===== config.mk =====
export PLATFORM = sky130hd
export DESIGN_NAME = swpc_ctrl
export DESIGN_NICKNAME = d
export VERILOG_FILES = /design/src/swpc_pkg.sv /design/src/swpc_ctrl.sv
export SDC_FILE = /design/constraint.sdc
export NUM_CORES = 2
export LEC_CHECK = 0
export BUFFER_PORTS_ARGS = -buffer_cell sky130_fd_sc_hd__buf_4
export CAP_MARGIN = 30
export CORE_MARGIN = 8
export CORE_UTILIZATION = 35
export CTS_CLUSTER_DIAMETER = 120
export CTS_CLUSTER_SIZE = 40
export DETAILED_ROUTE_END_ITERATION = 16
export HOLD_SLACK_MARGIN = 0.05
export PLACE_DENSITY = 0.45
export SYNTH_ARGS = -nofsm -noshare
export SYNTH_HDL_FRONTEND = slang
export SYNTH_SLANG_ARGS = --single-unit
export TNS_END_PERCENT = 5

===== constraint.sdc =====
create_clock -name clk_i -period 8.5 [get_ports clk_i]
set_clock_uncertainty 0.15 [all_clocks]
set_input_delay 0.425 -clock clk_i [delete_from_list [all_inputs] [get_ports clk_i]]
set_output_delay 0.425 -clock clk_i [all_outputs]
set_load 0.01 [all_outputs]

===== src/swpc_pkg.sv =====
package swpc_pkg;
   localparam int unsigned NSUP = 2;
   localparam int unsigned CLK_MHZ = 100;
   localparam int unsigned STEP_NS = 100;
   localparam int unsigned STEP_CYC = (STEP_NS * CLK_MHZ + 999) / 1000;
   localparam int unsigned PG_WAIT_NS = 20000;
   localparam int unsigned PG_WAIT_CYC = PG_WAIT_NS * CLK_MHZ / 1000;
   localparam int unsigned DSM_BYTES = 128;
   localparam int unsigned DSM_WORDS = DSM_BYTES / 4;
   localparam logic [7:0] A_CTRL = 8'h00;
   localparam logic [7:0] A_CFG = 8'h04;
   localparam logic [7:0] A_STAT = 8'h08;
   localparam logic [7:0] A_CMP_LO = 8'h0c;
   localparam logic [7:0] A_CMP_HI = 8'h10;
   localparam logic [7:0] A_RTC_LO = 8'h14;
   localparam logic [7:0] A_RTC_HI = 8'h18;
   localparam logic [7:0] A_INCR = 8'h1c;
   localparam logic [7:0] A_SLP = 8'h20;
   localparam int unsigned A_DSM_BIT = 7;
   localparam int unsigned CTRL_SLEEP = 0;
   localparam int unsigned CFG_PIN_EN = 0;
   localparam int unsigned CFG_PIN_POL = 1;
   localparam int unsigned CFG_TMR_EN = 2;
   localparam int unsigned CFG_USB_EN = 3;
   localparam int unsigned CFG_AUTO_SLOW = 4;
   localparam int unsigned SLP_RST = 0;
   localparam int unsigned SLP_CLK = 1;
   localparam int unsigned SLP_PFM = 2;
   localparam int unsigned SLP_DIS = 8;
   localparam logic [4:0] CFG_RST_VAL = 5'h00;
   localparam logic [31:0] SLP_RST_VAL = 32'h0000_0000;
   localparam logic [31:0] INCR_RST_VAL = 32'h0000_0c80;
   localparam logic [63:0] CMP_RST_VAL = 64'hffff_ffff_ffff_ffff;
   typedef enum logic [2:0] {
      ST_AWAKE, ST_S_RST, ST_S_CLK, ST_S_PWR, ST_ASLEEP, ST_W_PWR, ST_W_CLK, ST_W_RST
   } swpc_state_e;
   typedef struct packed {
      logic core_rst;
      logic clk_mask;
      logic [NSUP-1:0] sup_en;
      logic [NSUP-1:0] sup_pfm;
   } swpc_pwr_s;
   typedef struct packed {
      logic [7:0] address;
      logic read;
      logic write;
      logic [3:0] byteenable;
      logic [31:0] writedata;
   } swpc_avs_s;
endpackage : swpc_pkg


===== src/swpc_ctrl.sv =====
// Overview of operation
// running and quiescent states joined by controlled intermediate states
// sleep begins on control-register write or usb standby request
// requesters ask for sleep only while running
// wake begins on usb standby exit, pin, or timer
// wake stimuli act only while asleep, ignored while running
// wake seen during sleep entry is held until asleep
// running: all powered; asleep: node and peripherals powered down
// wake on pin change to software-chosen level
// wake when 64-bit counter reaches software compare value
// usb host wake brings controller out of sleep when usb enabled
// counter ticks once per main clock while running
// counter optionally moves to slow oscillator while asleep
// on slow ticks counter adds programmed increment
// 128-byte deep-sleep memory keeps contents while asleep
// power-good loss during transitions gives full system reset
// software should leave only second buck on, pfm, clock masked, reset
// software should stop crystal bias and oscillators before sleep
// watchdog enabled and clocked only while running
// wake reverses sleep order: supplies, then clock, then reset
//
// The Avalon-MM slave port and the address map were left to the implementer.
`timescale 1ns/10ps
`default_nettype none
module swpc_ctrl
   import swpc_pkg::*;
#(
   parameter int unsigned STEP = STEP_CYC,
   parameter int unsigned PGW = PG_WAIT_CYC
) (
   input wire logic clk_i,
   input wire logic nrst_i,
   input wire swpc_avs_s avs_i,
   output logic [31:0] avs_readdata_o,
   output logic avs_waitrequest_o,
   input wire logic [NSUP-1:0] pgood_i,
   input wire logic wake_pin_i,
   input wire logic slow_osc_i,
   input wire logic usb_sleep_i,
   input wire logic usb_wake_i,
   output swpc_pwr_s pwr_o,
   output logic wdog_en_o,
   output logic sys_reset_o,
   output logic asleep_o
);
   localparam int unsigned NIN = NSUP + 2;

   swpc_state_e state_reg, state_next;
   logic [15:0] cnt_reg, cnt_next;
   logic [NIN-1:0] s1_reg, s2_reg, s3_reg, in_reg;
   logic pin_q_reg, slow_q_reg, wake_pend_reg, wake_pend_next;
   logic ack_reg, sys_rst_reg;
   logic [31:0] rdata_reg, rd_mux, incr_reg, slp_reg;
   logic [4:0] cfg_reg;
   logic [63:0] cmp_reg, rtc_reg, rtc_next;
   swpc_pwr_s pwr_reg, pwr_next;

   // three-stage sync; level accepted once stages two and three agree
   always_ff @(posedge clk_i or negedge nrst_i) begin
      if (!nrst_i) begin
         s1_reg <= '0;
         s2_reg <= '0;
         s3_reg <= '0;
      end else begin
         s1_reg <= {slow_osc_i, wake_pin_i, pgood_i};
         s2_reg <= s1_reg;
         s3_reg <= s2_reg;
      end
   end
   for (genvar g = 0; g < NIN; g++) begin : g_agree
      always_ff @(posedge clk_i or negedge nrst_i) begin
         if (!nrst_i) in_reg[g] <= 1'b0;
         else if (s2_reg[g] == s3_reg[g]) in_reg[g] <= s3_reg[g];
      end
   end

   wire logic [NSUP-1:0] pg = in_reg[NSUP-1:0];
   wire logic pin = in_reg[NSUP];
   wire logic slow = in_reg[NSUP+1];
   wire logic slow_rise = slow & ~slow_q_reg;

   // avalon slave: one wait cycle, write lands on the ack edge
   wire logic req = avs_i.read | avs_i.write;
   wire logic wr_go = avs_i.write & ack_reg;
   wire logic is_dsm = avs_i.address[A_DSM_BIT];
   wire logic [4:0] dsm_idx = avs_i.address[6:2];
   wire logic wr_reg = wr_go & ~is_dsm;
   wire logic [31:0] wd = avs_i.writedata;
   wire logic wr_ctrl = wr_reg & (avs_i.address == A_CTRL);
   wire logic rtc_wr = wr_reg & ((avs_i.address == A_RTC_LO) | (avs_i.address == A_RTC_HI));
   assign avs_waitrequest_o = req & ~ack_reg;

   // deep-sleep store has no reset so contents survive every state
   wire logic [31:0] dsm_rd;
   for (genvar b = 0; b < 4; b++) begin : g_lane
      logic [7:0] mem [DSM_WORDS];
      always_ff @(posedge clk_i) begin
         if (wr_go & is_dsm & avs_i.byteenable[b]) mem[dsm_idx] <= wd[b*8 +: 8];
      end
      assign dsm_rd[b*8 +: 8] = mem[dsm_idx];
   end

   always_comb begin
      case (avs_i.address)
         A_CTRL: rd_mux = 32'h0;
         A_CFG: rd_mux = {27'h0, cfg_reg};
         A_STAT: rd_mux = {28'h0, wake_pend_reg, state_reg};
         A_CMP_LO: rd_mux = cmp_reg[31:0];
         A_CMP_HI: rd_mux = cmp_reg[63:32];
         A_RTC_LO: rd_mux = rtc_reg[31:0];
         A_RTC_HI: rd_mux = rtc_reg[63:32];
         A_INCR: rd_mux = incr_reg;
         A_SLP: rd_mux = slp_reg;
         default: rd_mux = is_dsm ? dsm_rd : 32'h0;
      endcase
   end

   always_ff @(posedge clk_i or negedge nrst_i) begin
      if (!nrst_i) begin
         ack_reg <= 1'b0;
         rdata_reg <= 32'h0;
      end else begin
         ack_reg <= req & ~ack_reg;
         if (avs_i.read & ~ack_reg) rdata_reg <= rd_mux;
      end
   end
   assign avs_readdata_o = rdata_reg;

   always_ff @(posedge clk_i or negedge nrst_i) begin
      if (!nrst_i) begin
         cfg_reg <= CFG_RST_VAL;
         slp_reg <= SLP_RST_VAL;
         incr_reg <= INCR_RST_VAL;
         cmp_reg <= CMP_RST_VAL;
      end else if (wr_reg) begin
         if (avs_i.address == A_CFG) cfg_reg <= wd[4:0];
         if (avs_i.address == A_SLP) slp_reg <= wd;
         if (avs_i.address == A_INCR) incr_reg <= wd;
         if (avs_i.address == A_CMP_LO) cmp_reg[31:0] <= wd;
         if (avs_i.address == A_CMP_HI) cmp_reg[63:32] <= wd;
      end
   end

   // wake sources and sleep requests
   wire logic awake = state_reg == ST_AWAKE;
   wire logic in_asleep = state_reg == ST_ASLEEP;
   wire logic sleep_req = awake & (usb_sleep_i | (wr_ctrl & wd[CTRL_SLEEP]));
   wire logic pin_ev = cfg_reg[CFG_PIN_EN] & (pin != pin_q_reg) & (pin == cfg_reg[CFG_PIN_POL]);
   wire logic timer_hit = cfg_reg[CFG_TMR_EN] & (rtc_reg >= cmp_reg);
   wire logic usb_ev = cfg_reg[CFG_USB_EN] & usb_wake_i;
   wire logic wake_ev = pin_ev | timer_hit | usb_ev;
   // held through sleep entry, dropped while running
   assign wake_pend_next = ~awake & (wake_ev | (wake_pend_reg & ~in_asleep));

   // power-good watch over every transitional state
   wire logic in_trans = ~awake & ~in_asleep;
   wire logic done = cnt_reg == 16'h0;
   wire logic pg_ok = &(pg | ~pwr_reg.sup_en);
   wire logic pg_fail = in_trans & ((state_reg == ST_W_PWR) ? (done & ~pg_ok) : ~pg_ok);

   always_comb begin
      state_next = state_reg;
      cnt_next = done ? cnt_reg : cnt_reg - 16'h1;
      case (state_reg)
         ST_AWAKE: if (sleep_req) begin
            state_next = ST_S_RST;
            cnt_next = 16'(STEP);
         end
         ST_S_RST: if (done) begin
            state_next = ST_S_CLK;
            cnt_next = 16'(STEP);
         end
         ST_S_CLK: if (done) begin
            state_next = ST_S_PWR;
            cnt_next = 16'(STEP);
         end
         ST_S_PWR: if (done) state_next = ST_ASLEEP;
         ST_ASLEEP: if (wake_pend_reg) begin
            state_next = ST_W_PWR;
            cnt_next = 16'(PGW);
         end
         ST_W_PWR: if (pg_ok) begin
            state_next = ST_W_CLK;
            cnt_next = 16'(STEP);
         end
         ST_W_CLK: if (done) begin
            state_next = ST_W_RST;
            cnt_next = 16'(STEP);
         end
         ST_W_RST: if (done) state_next = ST_AWAKE;
         default: state_next = ST_AWAKE;
      endcase
      if (pg_fail) state_next = ST_AWAKE;
   end

   // outputs follow the sleep settings; reset first on the way down, last up
   wire logic low_pwr = (state_next == ST_S_PWR) | (state_next == ST_ASLEEP);
   wire logic clk_off = low_pwr | (state_next == ST_S_CLK) | (state_next == ST_W_PWR);
   always_comb begin
      pwr_next.core_rst = slp_reg[SLP_RST] & (state_next != ST_AWAKE);
      pwr_next.clk_mask = slp_reg[SLP_CLK] & clk_off;
      pwr_next.sup_en = low_pwr ? ~slp_reg[SLP_DIS +: NSUP] : {NSUP{1'b1}};
      pwr_next.sup_pfm = low_pwr ? {NSUP{slp_reg[SLP_PFM]}} : {NSUP{1'b0}};
   end

   // counter: main tick while running, scaled slow tick when asleep and chosen
   wire logic slow_mode = in_asleep & cfg_reg[CFG_AUTO_SLOW];
   always_comb begin
      if (slow_mode) rtc_next = slow_rise ? rtc_reg + 64'(incr_reg) : rtc_reg;
      else rtc_next = rtc_reg + 64'h1;
      if (rtc_wr & (avs_i.address == A_RTC_LO)) rtc_next[31:0] = wd;
      if (rtc_wr & (avs_i.address == A_RTC_HI)) rtc_next[63:32] = wd;
   end

   always_ff @(posedge clk_i or negedge nrst_i) begin
      if (!nrst_i) begin
         state_reg <= ST_AWAKE;
         cnt_reg <= 16'h0;
         wake_pend_reg <= 1'b0;
         pin_q_reg <= 1'b0;
         slow_q_reg <= 1'b0;
         rtc_reg <= 64'h0;
         pwr_reg <= '{core_rst: 1'b0, clk_mask: 1'b0, sup_en: {NSUP{1'b1}}, sup_pfm: {NSUP{1'b0}}};
         sys_rst_reg <= 1'b0;
      end else begin
         state_reg <= state_next;
         cnt_reg <= cnt_next;
         wake_pend_reg <= wake_pend_next;
         pin_q_reg <= pin;
         slow_q_reg <= slow;
         rtc_reg <= rtc_next;
         pwr_reg <= pwr_next;
         sys_rst_reg <= pg_fail;
      end
   end

   assign pwr_o = pwr_reg;
   assign sys_reset_o = sys_rst_reg;
   assign asleep_o = in_asleep;
   // watchdog runs only while fully awake
   assign wdog_en_o = awake;
endmodule : swpc_ctrl
`default_nettype wire


==> results by group <==
Setup path
  • Crit path cell chain: clkinv_2 > or3_4 > inv_2 > and2_4 > nand2b_1 > ha_1 > fa_1 > a21oi_1 > o21ai_0 > a21oi_1 > o211ai_1 > a31oi_2 > o22a_2 > nor2_1 > xnor2_1 > a21oi_1
  • CP Data Arrival Time: approximately 5700 ps
  • Buf+Inv Stages, Crit Path: 2
  • Worst Path Required: 8900 ps
  • WS Path Type: reg -> reg
  • Top cell by count, worst path: a21oi_1
  • Levels on crit path: 16
  • Crit Path Max Fanout: 34
  • Worst R2R End: rtc_reg[48]
  • Critical Path Max Stage Delay: about 700 ps
  • Worst Setup End Kind: register
  • R2R cell count: 16
  • Reg2reg start: state_reg[2]
  • Flop-to-flop setup slack: 3160 ps
  • Crit path from: state_reg[2]
  • CP Launch Type: register
  • Worst path slowest cell: dfrtp_1
  • CP top delay family: compound AO/OA/AOI/OAI gates
  • Setup crit end: rtc_reg[48]

Place
  • PortBufs: 95
  • Dpl hpwl: 110,000 microns
  • Placer Congestion: around 0.85

Hold path
  • Hold WC Path Type: in -> reg

Detailed routing
  • DRC: 0
  • WL per Instance: 30.2 microns
  • Post-Route WL: ~170,000 microns
  • Drt pass-1 iters: 6
  • Vias after detailed routing: 31,300
  • Routed Antenna Nets: 0
  • Post-DR vias/cell: around 5.6
  • Starting DRT DRC Count: 3,342

Power
  • P per Cell Area: 191 mW/mm^2
  • Worst vdd ir: 0.000144 V
  • Leak: just over 20 nW

Clocking
  • H-Tree Depth: 2
  • Clock net sink count: 1,298
  • TritonCTS buffer count: between 40 and 50
  • Worst skew pair latency: 690 ps
  • Clock slew at reported path FFs: 150 ps
  • Root Buffer: clkbuf_16
  • Clock Tree Buf Depth: 3
  • Post-CTS setup buffers: 0
  • TritonCTS clock tree: yes

Finish
  • Area delta synth->final: 9.40%
  • Share of cells above drive strength 1: 20.1%
  • Nets: 3,612
  • Final Util: 38.5%
  • Max reg flops: 1,024
  • Fillers: 14,300

Floorplan
  • Site Rows: 145
  • Die area: 0.170 sq mm
  • I/O Pins: 96
  • Initial core utilization: 35.2%
  • Total core area: 0.156 sq mm
  • Die height: 412 microns
  • Die W: just over 400 microns

Synthesis
  • Area contributors post-synth: edfxtp_1 56%, mux4_2 11%, dfrtp_1 9.4%, dfstp_2 3.3%, ha_1 2.3%
  • Share of the synthesized area in the top cell type: 56.1%
  • Syn nets: 3,552
  • Synthesized area: about 0.055 sq mm
  • Cells after Synth: 3,398
  • Post-synth EDFFs: 1,024
  • Syn. warnings: 0
  • Yosys cell types: 74
  • Synth Register Bits: 1,298
  • Largest family of logic cells by synthesized area: multiplexers
  • Synth Area in XOR/XNOR: about 1.2%
  • Post-Synth Simple-Gate Area: under 10%
  • Avg Cell Area, Syn: approximately 16 sq um
  • Leading area contributor after synthesis: edfxtp_1
  • Ys flop type: edfxtp_1
  • Post-synthesis compound-gate area fraction: 7.07%
  • Async set or reset register ratio after synthesis: 21.1%
  • Post-Synth Adder-Cell Area: 2.39%
  • Register area share after synthesis: 68.7%
  • Mux share of post-synthesis cell area: approximately 13%

STA
  • Final setup viols: 0
  • Tmin final: roughly 5300 ps
  • Slew Limit Fails: 0
  • Setup TNS Final: 0 ps
  • Worst-Margin Slew: 1080 ps
  • Final period util: 62.8%
  • Fmax: 187 MHz
  • Relative slew slack: 27.7%
  • Fin. Hold Viols: 0
  • RSZ-0062 raised after global routing: no

Job
  • # Max-Cap Violations: 0

Global route
  • Global route overflow: 0
  • First-pass GRT wire length: around 240,000 microns
  • Largest net degree at the start of global routing: 131
  • Initial antenna violation count: 10
  • Aggregate global-route resource usage: 19.4%
  • Number of global-route vias before repair: 32,100

Status
  • Outcome: complete, no violations
==> cells by family after synthesis <==
| kind of cell | after synthesis |
|---|---|
| flip-flops | 1298 |
| multiplexers | 359 |
| adder cells (fa/ha/maj) | 105 |
| AND/OR/NAND/NOR | 727 |
| AO/OA/AOI/OAI | 567 |
| buffers and inverters | 269 |
| XOR/XNOR | 73 |
==> layer usage <==
metal  track usage (%)  wire (microns)
met4              3.64            3360
met3              3.38           10300
met5                 0               0
met2              31.6           79600
met1              27.4           74400
==> cells in the final DEF, fill, tap and decap left out, types with 7 or more instances in the layout <==
| master | count |
|---|---|
| nand2_1 | 220 |
| mux2_2 | 103 |
| clkbuf_16 | 45 |
| nor4_1 | 8 |
| xnor2_1 | 31 |
| o211ai_1 | 7 |
| a221o_1 | 9 |
| a31oi_1 | 12 |
| dfrtp_1 | 205 |
| xor2_1 | 42 |
| a222oi_1 | 32 |
| o21ai_0 | 99 |
| nor2b_1 | 13 |
| ha_1 | 99 |
| a221oi_1 | 9 |
| edfxtp_1 | 1024 |
| inv_1 | 76 |
| and3_1 | 47 |
| dfstp_2 | 69 |
| nand4_1 | 60 |
| dlygate4sd3_1 | 38 |
| a22oi_1 | 156 |
| a21o_1 | 37 |
| nand2b_1 | 8 |
| mux4_2 | 256 |
| and2_1 | 13 |
| o21ai_1 | 7 |
| a41oi_1 | 34 |
| nor3_1 | 32 |
| a21oi_1 | 123 |
| nand3_1 | 32 |
| nor2_1 | 251 |
| buf_4 | 154 |
==> synth_stat cells (28+ instances only) <==
library cell  instances
o21ai_0              99
mux4_2              256
dfstp_2              69
ha_1                 99
and3_1               47
xnor2_1              31
mux2_2              103
dfrtp_1             205
nor2_1              259
a22oi_1             156
xor2_1               42
inv_1                76
a222oi_1             32
nand4_1              60
clkbuf_1            135
nand3_1              32
edfxtp_1           1024
buf_2                28
a41oi_1              34
a21oi_1             123
nand2_1             222
a21o_1               37
nor3_1               32
==> how the worst min path moves through the flow <==
stage	startpoint	endpoint	slack, ps	cells past startpoint
final	usb_wake_i	wake_pend_reg	140	4
after global routing	avs_i[45]	avs_readdata_o[27]	120	3
after CTS	avs_i[45]	avs_readdata_o[27]	80	3
after detailed placement	s1_reg[3]	s2_reg[3]	190	0
after global placement	s1_reg[2]	s2_reg[2]	190	0
after floorplan	nrst_i	ack_reg	-20	0
==> worst reg2reg max path, delay by kind of cell, from the launching register on <==
family,cells,cell delay (ps)
xor+xnor,1,170
fa+ha+maj,2,640
buf+inv,2,690
simple gates,4,930
compound gates,7,1950
flops,1,690
==> repair_timing <==
item,in CTS,in global routing
hold buffers,38,0
endpoints found under the setup margin,0,0
endpoints found under the hold margin,670,0
resized for setup,0,0
==> per-stage QoR <==
step | std cells | setup slack (ps) | hold slack [ps] | total power [mW] | area (sq um)
6_report | 5543 | 3160 | 137 | 11.4 | 60000
3_3_place_gp | 5412 | 3240 | 189 | 8.43 | 57900
5_1_grt | 5542 | 2800 | 119 | 11.9 | 60000
2_1_floorplan | 3398 | 4760 | -20.6 | 7.86 | 54800
4_1_cts | 5537 | 3170 | 80.2 | 11.6 | 59900
3_5_place_dp | 5428 | 3210 | 189 | 8.46 | 58100
==> final cells by class <==
class	instances	area (sq um)	area share, %
diodes	1	2.50	0.00417
clock buffers	48	1140	1.90
clock inverters	23	312	0.519
inverters	78	294	0.490
multi-input cells	1831	16200	26.9
flip-flops and latches	1298	37700	62.8
well taps	2058	2570	4.29
repair buffers	206	1820	3.03
==> report_power, final <==
| part | total (mW) | switching [mW] | internal (mW) |
|---|---|---|---|
| combinational | 1.18 | 0.738 | 0.439 |
| sequential | 7.15 | 0.164 | 6.98 |
| clock | 3.12 | 2.05 | 1.07 |
| total | 11.4 | 2.95 | 8.50 |
Power figures use the tool's default switching activity.
